File: src/hdl/cfg_port_defines.vh
/*
 Constants for the parallel configuration port readback block.
 Assumes inclusion by bare name from the design files.
*/
// How it works
// - Data pins are inputs while select is 0, driven while select is 1 with chip select asserted and pins not in user I/O.
// - Changing direction while chip select is asserted enters abort.
// - Chip select and direction pass two system clock flops; direction is checked every system clock.
// - Preamble: dummy, width sync, width detect, dummy, then sync word.
// - Header 2800E001 requests one status register word.
// - Exactly one status word is driven in the following read cycle.
// - Header 30008001 then command 0000000D desynchronizes the port.
// - Other readable registers answer by header address and count.
// - Frame data readout works whether user design runs or is shut down.
// - User block RAM access is denied while readback touches it.
// - Capture readback includes logic-block and io-block register state.
// - Capture trigger or global capture command stores user registers.
// - Without persist, data pins return to user I/O after configuration.
// - Before sync word all data is ignored; then await a valid header.
`ifndef CFG_PORT_DEFINES_VH
`define CFG_PORT_DEFINES_VH
`define SYNC_WORD        32'hAA99_5566
`define NO_OP_WORD       32'h2000_0000
`define DESYNCHRONIZE_CMD 32'h0000_000D
`define GLOBAL_CAPTURE_CMD 32'h0000_000C
`define HDR_TYPE_LSB     29
`define HDR_TYPE1        3'h1
`define HDR_TYPE2        3'h2
`define HDR_OP_LSB       27
`define HDR_OP_READ      2'h1
`define HDR_OP_WRITE     2'h2
`define HDR_ADDR_LSB     13
`define HDR_CNT1_W       11
`define REG_CMD          5'h04
`define REG_FRAME_OUT    5'h03
`define REG_STAT         5'h07
`define REG_COR0         5'h09
`define REG_IDCODE       5'h0C
`define FLUSH_WORDS      2'h2
`endif

File: src/hdl/pin_sync.v
/*
 Two flip-flop synchroniser with edge detect on the synced level.
 Assumes an asynchronous input and the system clock.
*/
`timescale 1ns/10ps
module pin_sync #(
   parameter WIDTH = 1
) (
   input  wire             clock,
   input  wire             sys_rst,
   input  wire [WIDTH-1:0] async_in,
   output wire [WIDTH-1:0] level,
   output wire [WIDTH-1:0] rise
);
   reg [WIDTH-1:0] meta_q;
   reg [WIDTH-1:0] sync_q;
   reg [WIDTH-1:0] prev_q;

   always @(posedge clock) begin
      if (sys_rst) begin
         meta_q <= {WIDTH{1'b0}};
         sync_q <= {WIDTH{1'b0}};
         prev_q <= {WIDTH{1'b0}};
      end else begin
         meta_q <= async_in;
         sync_q <= meta_q;
         prev_q <= sync_q;
      end
   end

   assign level = sync_q;
   assign rise  = sync_q & ~prev_q;
endmodule // pin_sync

File: src/hdl/config_port_readback.v
/*
 Device-side configuration port: packet processor for register
 readback, desynchronize_command, capture and abort on direction change.
 Assumes config_clock, chip select and direction come from the host
 and are far slower than clock; status and frame data come from the
 surrounding configuration logic.
*/
`timescale 1ns/10ps
`include "cfg_port_defines.vh"
module config_port_readback #(
   parameter DW = 32
) (
   input  wire          clock,
   input  wire          sys_rst,
   input  wire          config_clock,
   input  wire          chip_select_n,
   input  wire          read_write_select_n,
   input  wire [DW-1:0] data_in,
   output reg  [DW-1:0] data_out,
   output reg           data_oe,
   input  wire          persist,
   input  wire          config_done,
   input  wire          design_shutdown,
   input  wire [DW-1:0] status_word,
   input  wire [DW-1:0] cor0_word,
   input  wire [DW-1:0] idcode_word,
   input  wire [DW-1:0] frame_word,
   input  wire          capture_trigger,
   output reg           frame_word_pop,
   output reg           capture_strobe,
   output reg           capture_with_regs,
   output reg           bram_user_deny,
   output reg           pins_user_io,
   output reg           synced,
   output reg           abort
);
   localparam ST_IDLE  = 4'b0001;
   localparam ST_HDR   = 4'b0010;
   localparam ST_WDATA = 4'b0100;
   localparam ST_RDATA = 4'b1000;

   wire [2:0]    lvl;
   wire [2:0]    rse;
   reg  [DW-1:0] din_m_q;
   reg  [DW-1:0] din_q;
   reg           rw_prev_q;
   reg  [3:0]    state_q;
   reg  [4:0]    addr_q;
   reg  [26:0]   count_q;
   reg  [1:0]    op_q;
   reg  [1:0]    flush_q;

   pin_sync #(.WIDTH(3)) u_sync (
      .clock    (clock),
      .sys_rst  (sys_rst),
      .async_in ({capture_trigger, read_write_select_n, config_clock}),
      .level    (lvl),
      .rise     (rse)
   );

   reg  cs_m_q;
   reg  chip_select_sync;
   wire cfg_clk_rise = rse[0];
   wire rw_sel       = lvl[1];
   wire cs_act       = ~chip_select_sync;

   // Data and chip select pass two flops before use
   always @(posedge clock) begin
      if (sys_rst) begin
         din_m_q          <= {DW{1'b0}};
         din_q            <= {DW{1'b0}};
         cs_m_q           <= 1'b1;
         chip_select_sync <= 1'b1;
      end else begin
         din_m_q          <= data_in;
         din_q            <= din_m_q;
         cs_m_q           <= chip_select_n;
         chip_select_sync <= cs_m_q;
      end
   end

   // Read mux by register address
   function [DW-1:0] reg_read;
      input [4:0] a;
      begin
         if (a == `REG_STAT)
            reg_read = status_word;
         else if (a == `REG_COR0)
            reg_read = cor0_word;
         else if (a == `REG_IDCODE)
            reg_read = idcode_word;
         else if (a == `REG_FRAME_OUT)
            reg_read = frame_word;
         else
            reg_read = {DW{1'b0}};
      end
   endfunction

   // Registers that answer a read
   function readable;
      input [4:0] a;
      begin
         readable = (a == `REG_STAT) || (a == `REG_COR0) ||
                    (a == `REG_IDCODE) || (a == `REG_FRAME_OUT);
      end
   endfunction

   wire word_in  = cfg_clk_rise & cs_act & ~rw_sel;
   wire word_out = cfg_clk_rise & cs_act & rw_sel;
   wire [2:0] htype = din_q[31:`HDR_TYPE_LSB];
   wire [1:0] hop   = din_q[28:`HDR_OP_LSB];

   always @(posedge clock) begin
      if (sys_rst) begin
         state_q           <= ST_IDLE;
         synced            <= 1'b0;
         abort             <= 1'b0;
         rw_prev_q         <= 1'b0;
         addr_q            <= 5'h00;
         count_q           <= 27'h000_0000;
         op_q              <= 2'h0;
         flush_q           <= 2'h0;
         data_out          <= {DW{1'b0}};
         data_oe           <= 1'b0;
         frame_word_pop    <= 1'b0;
         capture_strobe    <= 1'b0;
         capture_with_regs <= 1'b0;
         bram_user_deny    <= 1'b0;
         pins_user_io      <= 1'b0;
      end else begin
         frame_word_pop <= 1'b0;
         capture_strobe <= rse[2];
         rw_prev_q      <= rw_sel;
         pins_user_io   <= config_done & ~persist;
         data_oe <= rw_sel & cs_act & ~pins_user_io;
         bram_user_deny <= (state_q == ST_RDATA) &&
                           (addr_q == `REG_FRAME_OUT);
         // Direction flip while selected aborts
         if (cs_act && (rw_sel != rw_prev_q)) begin
            abort   <= 1'b1;
            synced  <= 1'b0;
            state_q <= ST_IDLE;
         end else if (~cs_act) begin
            abort <= 1'b0;
         end
         // Words ignored during abort or user I/O
         if (!abort && !pins_user_io) begin
            if (word_in) begin
               case (state_q)
                  ST_IDLE: begin
                     if (din_q == `SYNC_WORD) begin
                        synced  <= 1'b1;
                        state_q <= ST_HDR;
                     end
                  end
                  ST_HDR: begin
                     if (din_q == `NO_OP_WORD) begin
                        if (flush_q != 2'h0)
                           flush_q <= flush_q - 2'h1;
                     end else if (htype == `HDR_TYPE1 &&
                                  hop == `HDR_OP_READ) begin
                        addr_q  <= din_q[17:`HDR_ADDR_LSB];
                        count_q <= {16'h0000,
                                    din_q[`HDR_CNT1_W-1:0]};
                        op_q    <= `HDR_OP_READ;
                        flush_q <= `FLUSH_WORDS;
                        state_q <= ST_RDATA;
                     end else if (htype == `HDR_TYPE1 &&
                                  hop == `HDR_OP_WRITE) begin
                        addr_q  <= din_q[17:`HDR_ADDR_LSB];
                        count_q <= {16'h0000,
                                    din_q[`HDR_CNT1_W-1:0]};
                        op_q    <= `HDR_OP_WRITE;
                        state_q <= ST_WDATA;
                     end else if (htype == `HDR_TYPE2) begin
                        count_q <= din_q[26:0];
                        state_q <= (op_q == `HDR_OP_READ) ?
                                   ST_RDATA : ST_WDATA;
                     end
                  end
                  ST_WDATA: begin
                     if (addr_q == `REG_CMD) begin
                        if (din_q == `DESYNCHRONIZE_CMD) begin
                           synced <= 1'b0;
                        end else if (din_q == `GLOBAL_CAPTURE_CMD) begin
                           capture_strobe    <= 1'b1;
                           capture_with_regs <= 1'b1;
                        end
                     end
                     if (count_q <= 27'h000_0001)
                        state_q <= (addr_q == `REG_CMD &&
                                    din_q == `DESYNCHRONIZE_CMD) ?
                                   ST_IDLE : ST_HDR;
                     count_q <= count_q - 27'h000_0001;
                  end
                  ST_RDATA: begin
                     // No-operation words flush before the read
                     if (flush_q != 2'h0 && din_q == `NO_OP_WORD)
                        flush_q <= flush_q - 2'h1;
                  end
                  default: state_q <= ST_IDLE;
               endcase
            end else if (word_out && state_q == ST_RDATA) begin
               // Unreadable registers read as zero
               if (readable(addr_q) && count_q != 27'h000_0000) begin
                  data_out <= reg_read(addr_q);
                  frame_word_pop <= (addr_q == `REG_FRAME_OUT);
               end else begin
                  data_out <= {DW{1'b0}};
               end
               if (count_q <= 27'h000_0001)
                  state_q <= ST_HDR;
               count_q <= count_q - 27'h000_0001;
            end
         end
         if (design_shutdown == 1'b0 && state_q == ST_IDLE)
            capture_with_regs <= capture_with_regs & ~rse[2] ?
                                 1'b0 : capture_with_regs;
      end
   end
endmodule // config_port_readback

File: config.mk
export PLATFORM = sky130hd
export DESIGN_NAME = config_port_readback
export DESIGN_NICKNAME = d
export VERILOG_FILES = /design/src/hdl/pin_sync.v /design/src/hdl/config_port_readback.v
export VERILOG_INCLUDE_DIRS = /design/src /design/src/hdl
export SDC_FILE = /design/constraint.sdc
export NUM_CORES = 1
export LEC_CHECK = 0
export ABC_AREA = 0
export BUFFER_PORTS_ARGS = -buffer_cell sky130_fd_sc_hd__buf_2
export CAP_MARGIN = 15
export CORE_ASPECT_RATIO = 0.6
export CORE_MARGIN = 1.5
export CORE_UTILIZATION = 50
export DETAILED_ROUTE_END_ITERATION = 6
export GPL_ROUTABILITY_DRIVEN = 0
export PLACE_DENSITY = 0.78
export SLEW_MARGIN = 20
export SYNTH_ARGS = -nofsm -noshare
export SYNTH_HDL_FRONTEND = slang
export SYNTH_SLANG_ARGS = --single-unit
File: constraint.sdc
create_clock -name clock -period 7.6 [get_ports clock]
set_clock_uncertainty 0.15 [all_clocks]
set_input_delay 0.38 -clock clock [delete_from_list [all_inputs] [get_ports clock]]
set_output_delay 0.38 -clock clock [all_outputs]
set_load 0.01 [all_outputs]
==> results.md, run 1 <==
- Yosys top cell by area: dfxtp_1
- Final worst path period share: 41.78%
- Layout area overhead: 23.40%
- Grt total ovfl: 0
- Post-Synth XOR/XNOR Area: 0.6159%
- Relative slew slack: approximately 32%
- Wirelength, routed: 19700 um
- Outcome: complete, no violations
- Num rows: 33
- Clock transition at the registers of the reported paths: 0.07 ns
- Switching fraction of total power: 25.19%
- Worst Path Required: 7.78 ns
- Synth top area cells: dfxtp_1 (43%), nor2b_1 (7.5%), nor2_1 (5.5%)
- Critical Path Fanout Max: 39
- Cell area after layout: 8775 um2
- Drt pass-1 iters: 5
- TritonCTS clock tree: yes
- Critical path, cell by cell: nor4b_2 > nand2_1 > a32oi_2 > buf_4 > a21oi_1 > a211oi_1
- Most common cell after layout, fill and taps aside: buf_2
- VDD IR max: 150.1 uV
- Clock sinks: 153
- Maxcap violations: 0
- Arrival @ worst endpoint: 3.36 ns
- Family with the most delay on the worst path: simple AND/OR/NAND/NOR gates
- Hold WS: 0.01093 ns
- Final core occ: 63.82%
- Top-Level Pins: roughly 210
- Cell variety after synth: 65
- Power Dens Cells: 207.1 nW/um2
- Routed wire per std cell: 16.96 um
- Clock tree buffer depth: 2
- CP peak stage delay: ~0.67 ns
- Vias per cell: 5.722
- Fin Setup TNS: 0 ns
- Internal: 1.360 mW
- Vias: 6649
- Filler cells: 1162
- Max-slew violations: 0
- Count of flip-flops with a built-in enable after synthesis: 0
- Commonest non-fill, non-tap cells in the layout: buf_2 (207), dfxtp_1 (152), nor2_1 (104), nor2b_1 (85), mux2i_1 (38)
- Initial antenna violation count: 0
- Setup crit start kind: flop
- Main combinational cell family by area after synthesis: simple AND/OR/NAND/NOR gates
- Syn_area_per_cell: ~9.1 um2
- Diodes inserted: 0
- Mux cell area share after synthesis: 5.349%
- Leakage Power: 3.597 nW
- Die X: 157.0 um
- Worst slack, placed: around 4.5 ns
- Simple logic cell fraction of the synthesized area: 25.27%
- Clk_lat worst skew: 0.42 ns
- YS warnings: 0
- Reg power frac: 46.1%
- Share of layout cells above drive strength 1: between 20% and 30%
- Clk pwr share: 45.9%
- Post-synthesis sequential area ratio: 43.08%
- Post-synth ARST share: 0%
- RSZ-0062 raised after global routing: no
- Post-DRT Antenna Nets: 0
- DP Area: 8172 um2
- WP buf/inv: 1
- Synth Area in Compound Gates: roughly a fifth
- Setup Viol. Count Final: 0
- Die area: ~15000 um2
- Synth Register Bits: approximately 150
- Die Y: 95.37 um
- First DRT Iteration DRCs: 678
- Synth Cell Area: ~7100 um2
- H-tree lvl count: 4
- Root buffer cell: clkbuf_16
- Syn Nets: 956
- Total clock buffers created by CTS: 17
- Final Hold Viols: 0
- Vias in the first global route: between 5000 and 6000
- Final period demand of the worst path: 3.175 ns
- Adder-cell area share of the yosys netlist: 0.5279%
- Worst Max-Slew Pin Slew: 1.016 ns
- DP HPWL: 14030 um
- IO Port Bufs: 208
- Top cell type's share of synthesized area: 43.08%
- Setup ws final: between 4 and 5 ns
- Initial Util: 51.72%
- Power share of the combinational group: 8.0%
- Final #Nets: about 1100
- Maximum clock frequency: 314.9 MHz
- Worst Setup End Kind: flop
- DR DRC count: 0
- Sw Pwr: ~460 uW
- First-pass GRT wire length: 29610 um
- Core box area: 13750 um2
- Post-Synthesis Cells: 784
- Slowest-stage cell, CP: nand2_1
- Tot GR Track Use: 25.57%
- Primary FF master, synth: dfxtp_1
- WS Path Type: reg2reg
- Largest net degree at the start of global routing: 94
- HP Class: in2reg
[synth_stat cells (3+ instances only)]
library cell	n
a221o_1	32
nor3_1	20
xor2_1	3
a22oi_1	36
a32oi_1	4
a31oi_1	6
or4_1	7
nand2_1	11
or3_1	7
buf_2	8
or4b_2	3
nor3b_1	4
dfxtp_1	153
and3_1	3
and4_1	3
buf_6	5
clkbuf_1	45
o31ai_1	8
nand3_1	5
a21oi_1	36
and2_1	3
nor4_1	20
nand2b_1	18
o32ai_1	10
o21ai_0	14
ha_1	3
o21a_1	3
nor2b_1	85
or4b_1	3
mux2i_1	38
inv_1	9
nand4_1	10
or2_2	5
nor2_1	104
a211oi_1	6
buf_1	5
a2111oi_4	3
o21ai_1	6
nor4b_1	3
[what timing repair did]
item | CTS | global route
setup buffers | 0 | 0
hold endpoints to repair | 2 | 0
hold buffers | 2 | 0
gates resized for setup | 0 | 0
[worst paths after layout]
path	start	end	slack, ns	depth (start not counted)
setup reg to reg	u_sync.level[1]	count_q[16]	4.42	6
setup / recovery	u_sync.level[1]	count_q[16]	4.42	6
hold / removal	data_in[8]	din_m_q[8]	0.01	2
hold reg to reg	cs_m_q	chip_select_sync	0.27	1
[per-layer routing]
layer	up-vias	part of all wire, %	track usage (%)
met1	3093	48	38.06
met4	0	0.67	6.746
met3	12	9.9	7.409
met5	-	0	0
met2	299	42	35.51
li1	3245	-	-
[flip-flops by register name (all words and copies together) (netlist names), 2 cells and up]
register and cells:
data_out 32, count_q 27, u_sync.prev_q 3, addr_q 5
op_q 2, u_sync.meta_q 3, din_q 32, u_sync.level 3
state_q 4, din_m_q 32
[cell families after synthesis]
kind of cell,count (synthesis)
xor+xnor,5
flops,153
simple gates,324
mux,38
compound gates,187
buf+inv,74
fa+ha+maj,3
[per-stage QoR]
| stage | power [mW] | std cells |
|---|---|---|
| CTS | 1.826 | 1162 |
| global route | 1.884 | 1162 |
| global placement | 0.9945 | 1128 |
| detailed placement | 0.9969 | 1128 |
| finish | 1.817 | 1162 |
| floorplan | 0.9311 | 784 |
[power by group through the flow]
stage          sequential (mW)  combinational, mW  clock, mW
2_1_floorplan            0.848             0.0832          0
3_3_place_gp             0.854              0.140          0
3_5_place_dp             0.855              0.142          0
4_1_cts                  0.837              0.144      0.845
5_1_grt                  0.840              0.160      0.885
6_report                 0.838              0.146      0.833
[cell type report]
type / instances / area, um2 / area share (%)
Timing Repair Buffer: 219 / 1131 / 12.89
Multi-Input combinational cell: 557 / 3724 / 42.44
Sequential cell: 153 / 3064 / 34.92
Clock buffer: 18 / 429.2 / 4.891
Tap cell: 192 / 240.2 / 2.738
Clock inverter: 14 / 152.6 / 1.740
Inverter: 9 / 33.78 / 0.3850
No activity file was read; power rests on OpenSTA's default activity.
==> run 2: changes to the inputs <==
--- a/config.mk
+++ b/config.mk
@@ -11,10 +11,10 @@
 export CAP_MARGIN = 15
 export CORE_ASPECT_RATIO = 0.6
 export CORE_MARGIN = 1.5
-export CORE_UTILIZATION = 50
+export CORE_UTILIZATION = 47
 export DETAILED_ROUTE_END_ITERATION = 6
 export GPL_ROUTABILITY_DRIVEN = 0
-export PLACE_DENSITY = 0.78
+export PLACE_DENSITY = 0.77
 export SLEW_MARGIN = 20
 export SYNTH_ARGS = -nofsm -noshare
 export SYNTH_HDL_FRONTEND = slang
==> constraint.sdc (replaced) <==
create_clock -name clock -period 2.63 [get_ports clock]
set_clock_uncertainty 0.15 [all_clocks]
set_input_delay 0.1315 -clock clock [delete_from_list [all_inputs] [get_ports clock]]
set_output_delay 0.1315 -clock clock [all_outputs]
set_load 0.01 [all_outputs]
==> run 2 against run 1 <==
Worst hold slack better by 0.063 ns. Sequential cell count stayed put. Count of clock-buffer cells in the layout down 1. Clock power increased to 3.0 times the previous value. Total power rose to 3.0 times the previous value. Highest routed layer unchanged.
==> results.md, run 2 (same netlist as run 1, synthesis figures left out) <==
- Worst Path Required: ~2.8 ns
- Critical path, cell by cell: buf_12 > nor2_1 > and4b_1 > buf_4 > a221o_1 > dlygate4sd3_1 > a22oi_1 > nor2_1
- Vias in the first global route: 6756
- Wirelength, routed: 22280 um
- Commonest non-fill, non-tap cells in the layout: buf_2 (207), dfxtp_1 (152), nor2_1 (104), dlygate4sd3_1 (103), nor2b_1 (85)
- HP Class: in2reg
- Core box area: 14630 um2
- Max-slew violations: 0
- Die Y: 98.28 um
- Routed wire per std cell: 17.17 um
- First DRT Iteration DRCs: 771
- Layout area overhead: 41.72%
- Most common cell after layout, fill and taps aside: buf_2
- Final Hold Viols: 0
- Post-DRT Antenna Nets: 0
- IO Port Bufs: 208
- Clk_lat worst skew: 0.43 ns
- Final core occ: 68.86%
- Root buffer cell: clkbuf_16
- Power Dens Cells: 539.9 nW/um2
- Total clock buffers created by CTS: 17
- Maximum clock frequency: 393.8 MHz
- Tot GR Track Use: 27.70%
- FF-to-FF path depth: 8
- Relative slew slack: 53.88%
- DP Area: around 8400 um2
- Critical Path Fanout Max: 36
- Die X: ~160 um
- Setup crit start kind: flop
- Clock sinks: 153
- Arrival @ worst endpoint: 2.69 ns
- DP HPWL: 14660 um
- Maxcap violations: 0
- WS Path Type: reg2reg
- TritonCTS clock tree: yes
- Hold Crit Start: sys_rst
- Initial antenna violation count: 0
- Clock transition at the registers of the reported paths: 0.08 ns
- Grt total ovfl: 0
- Worst r2r src: addr_q[2]
- Crit. Startpoint: addr_q[2]
- Num rows: 34
- Final #Nets: around 1300
- Initial Util: 48.59%
- Die area: 15900 um2
- H-tree lvl count: 4
- VDD IR max: 364.8 uV
- Vias: 7273
- Worst Setup End Kind: flop
- Cell area after layout: 10080 um2
- Final worst path period share: 96.55%
- Worst path most repeated cell: nor2_1
- Final Power: 5.441 mW
- Slowest-stage cell, CP: dlygate4sd3_1
- Diodes inserted: 0
- Setup Viol. Count Final: 0
- DR DRC count: 0
- Worst Hold Depth: 2
- Vias per cell: 5.603
- Worst Max-Slew Pin Slew: slightly below 0.7 ns
- Share of layout cells above drive strength 1: 27.00%
- Top-Level Pins: 209
- Drt pass-1 iters: 5
- Final period demand of the worst path: 2.539 ns
- Largest net degree at the start of global routing: 85
- Top Registers: data_out x32, din_m_q x32, din_q x32
- First-pass GRT wire length: about 35000 um
- Leakage Power: 4.289 nW
- CP peak stage delay: 0.58 ns
- Outcome: complete, no violations
- Clock tree buffer depth: 2
## run 2: cell count changes in the layout (fill, tap and decap cells not counted), moves of 2 or more
cell           change
clkinv_8           +2
buf_4             +26
dlygate4sd3_1    +101
buf_12             +3
## run 2: layout make-up
cell class              instances  area, um2
clock buffers                  17      425.4
fillers                      1101       4557
well taps                     198      247.7
repair buffers                349       2397
inverters                       9      33.78
flip-flops and latches        153       3064
multi-input cells             557       3729
clock inverters                15      180.2
## run 2: critical path, delay by kind of cell, from the launching register on
family | cells | cell delay [ns]
AND/OR/NAND/NOR | 3 | 0.31
buffers and inverters | 3 | 1.07
flip-flops | 1 | 0.35
AO/OA/AOI/OAI | 2 | 0.51
## run 2: final timing paths
kind | slack, ns | endpoint
worst min register to register | 0.27 | chip_select_sync
worst max-delay path | 0.09 | data_out[13]
worst max register to register | 0.09 | data_out[13]
worst min-delay path | 0.07 | data_out[22]
## run 2: routing by layer
metal  track usage, %  vias to the layer above  wire length, um  part of all wire [%]
met3            7.816                       28             2187                   9.8
met1            37.75                     3369             9917                    45
met5                0                        -                0                     0
met2            43.22                      387             9921                    45
met4            7.269                        0              254                   1.1
li1                 -                     3489                -                     -
## run 2: timing repair
item | 4_1_cts | 5_1_grt
setup endpoints to repair | 0 | 32
buffers inserted | 0 | 0
hold buffers | 103 | 0
endpoints found under the hold margin | 70 | 0
gates resized for setup | 0 | 1
## run 2: power by group
part	internal [mW]	switching, mW
combinational	0.284	0.246
clock	1.37	1.12
sequential	2.37	0.0454
total	4.03	1.41
## run 2: stage by stage
step | instances | setup TNS (ns) | hold WS, ns | worst slack (ns)
2_1_floorplan | 784 | 0 | 0.05730 | 0.2013
4_1_cts | 1298 | 0 | 0.05902 | 0.06477
3_5_place_dp | 1163 | 0 | 0.1487 | 0.1310
3_3_place_gp | 1163 | 0 | 0.1418 | 0.1542
5_1_grt | 1298 | -0.01272 | 0.1020 | -0.006249
6_report | 1298 | 0 | 0.07441 | 0.09071
==> run 3: changes to the inputs <==
--- a/config.mk
+++ b/config.mk
@@ -14,6 +14,7 @@
 export CORE_UTILIZATION = 47
 export DETAILED_ROUTE_END_ITERATION = 6
 export GPL_ROUTABILITY_DRIVEN = 0
+export GPL_TIMING_DRIVEN = 0
 export PLACE_DENSITY = 0.77
 export SLEW_MARGIN = 20
 export SYNTH_ARGS = -nofsm -noshare
==> run 3 against run 2 <==
Non-clock buffer count increased by 28. First-iteration DRC count unchanged. Global-route usage increased by 2.8 points. Sequential power about the same. Clock power about the same. Combinational power increased by 9.4%. Critical endpoint is now count_q[26].
==> results.md, run 3 (same netlist as run 1, synthesis figures left out) <==
- First-pass GRT wire length: 37940 um
- Drt pass-1 iters: 7
- Final Hold Viols: 0
- Final worst path period share: 98.61%
- Diodes inserted: 0
- Leakage Power: around 4.2 nW
- Num rows: 34
- Worst Hold Depth: 6
- Commonest non-fill, non-tap cells in the layout: buf_2 (216), dfxtp_1 (150), nor2_1 (104), dlygate4sd3_1 (103), nor2b_1 (85)
- Clock tree buffer depth: 2
- Die Y: 98.28 um
- Most common cell after layout, fill and taps aside: buf_2
- Worst Max-Slew Pin Slew: about 0.87 ns
- Clock transition at the registers of the reported paths: around 0.070 ns
- H-tree lvl count: 4
- Maximum clock frequency: 385.6 MHz
- Core box area: 14630 um2
- DR DRC count: 0
- Post-DRT Antenna Nets: 0
- Setup crit start kind: flop
- Grt total ovfl: 0
- Final period demand of the worst path: 2.593 ns
- Initial antenna violation count: 0
- Critical Path Fanout Max: 10
- TritonCTS clock tree: yes
- Setup ws final: roughly 0.037 ns
- IO Port Bufs: 207
- Total clock buffers created by CTS: 17
- DP HPWL: about 16000 um
- First DRT Iteration DRCs: 771
- Vias per cell: 5.808
- Relative slew slack: 41.29%
- Sw Pwr: between 1 and 1.5 mW
- HP Class: in2reg
- Die area: 15900 um2
- WP buf/inv: 2
- Setup Viol. Count Final: 0
- Clock sinks: between 150 and 200
- Worst slack, placed: -0.1674 ns
- Switching fraction of total power: 25.51%
- Top-Level Pins: 209
- Placed Cells: 1189
- Hold Crit Start: frame_word[19]
- VDD IR max: 445.9 uV
- Worst Path Required: ~2.8 ns
- FF-to-FF path depth: 8
- Hold Path End: data_out[19]
- Final #Nets: 1287
- Routed wire per std cell: 18.77 um
- Crit. Startpoint: count_q[0]
- Largest net degree at the start of global routing: 17
- Final Non-Filler Cells: 1326
- Initial Util: 48.59%
- Die X: 161.8 um
- Clk_lat worst skew: 0.42 ns
- Worst Setup End Kind: flop
- Wirelength, routed: 24890 um
- Critical path, cell by cell: inv_2 > ha_1 > or3b_4 > or2_2 > buf_2 > or3_1 > a21oi_2 > o32ai_1
- Tot GR Track Use: 30.46%
- Fin Setup TNS: 0 ns
- Worst r2r src: count_q[0]
- Worst r2r dst: count_q[26]
- Max-slew violations: 0
- Vias: 7701
- Slowest-stage cell, CP: or3b_4
- Outcome: complete, no violations
- WS Path Type: reg2reg
- Clk pwr share: roughly 45%
- Family with the most delay on the worst path: simple AND/OR/NAND/NOR gates
- CP peak stage delay: 0.45 ns
- Root buffer cell: clkbuf_16
- Vias in the first global route: 7228
- Top Registers: data_out x32, din_m_q x32, din_q x32
- Power share of the combinational group: between 10% and 20%
- Share of layout cells above drive strength 1: 26.77%
- Maxcap violations: 0
- Reg power frac: 44.2%
- Power Dens Cells: 536.5 nW/um2
- Internal: 4.092 mW
- Arrival @ worst endpoint: 2.72 ns
- Layout area overhead: 43.99%
- Reg2reg setup slack: around 0.037 ns
[run 3: cell count changes in the layout (fill, tap and decap cells not counted), moves of 3 or more]
cell and delta:
clkbuf_1 +35, buf_1 +4, or4b_4 +3, clkbuf_2 +4, buf_4 -32, or4b_1 -3
buf_2 +9, buf_6 +8
[run 3: area by class of cell]
| type | instances | area (um2) |
|---|---|---|
| Sequential cell | 153 | 3067 |
| Fill cell | 1109 | 4395 |
| Timing Repair Buffer | 316 | 2140 |
| Clock inverter | 13 | 152.6 |
| Inverter | 9 | 33.78 |
| Clock buffer | 19 | 452.9 |
| Tap cell | 198 | 247.7 |
| Multi-Input combinational cell | 557 | 3826 |
| Buffer | 61 | 319.1 |
[run 3: repair_timing]
action / in CTS / in global routing
resized for setup: 18 / 30
setup buffers: 2 / 2
endpoints found under the hold margin: 70 / 0
setup endpoints to repair: 65 / 61
cloned: 1 / 1
pin swaps: 0 / 5
hold buffers: 103 / 0
[run 3: worst max-delay path by stage]
| stage | end | slack, ns | cells past startpoint |
|---|---|---|---|
| floorplan | count_q[26] | 0.20 | 9 |
| global placement | count_q[26] | -0.16 | 9 |
| detailed placement | data_out[17] | -0.17 | 8 |
| CTS | count_q[15] | 0.01 | 9 |
| global route | data_out[14] | -0.02 | 8 |
| finish | count_q[26] | 0.04 | 8 |
[run 3: stage by stage]
| stage | cell area (um2) | utilization (%) | hold slack (ns) | power, mW |
|---|---|---|---|---|
| after CTS | 10120 | 69.13 | 0.03548 | 5.463 |
| final | 10240 | 69.96 | 0.04383 | 5.493 |
| after global routing | 10240 | 69.96 | 0.08399 | 5.647 |
| after floorplan | 7111 | - | 0.05730 | 2.691 |
| after global placement | 8394 | 57.36 | 0.1435 | 2.892 |
| after detailed placement | 8394 | 57.36 | 0.1469 | 2.901 |
[run 3: worst reg2reg max path, delay by kind of cell, from the launching register on]
family,cells,cell delay [ns]
adder cells (fa/ha/maj),1,0.21
AND/OR/NAND/NOR,3,1.12
flip-flops,1,0.37
AO/OA/AOI/OAI,2,0.28
buffers and inverters,2,0.32
[run 3: metal layers]
| layer | vias to the layer above | GRT usage (%) | share of wire [%] |
|---|---|---|---|
| met4 | 4 | 10.30 | 2.5 |
| li1 | 3558 | - | - |
| met3 | 61 | 11.09 | 12 |
| met2 | 465 | 44.73 | 43 |
| met1 | 3613 | 40.93 | 43 |
| met5 | - | 4.242 | 0.31 |
[run 3: power groups by stage]
stage	Clock, mW	Combinational (mW)	Sequential, mW
2_1_floorplan	0	0.240	2.45
3_3_place_gp	0	0.422	2.47
3_5_place_dp	0	0.430	2.47
4_1_cts	2.49	0.554	2.42
5_1_grt	2.59	0.624	2.43
6_report	2.49	0.580	2.43
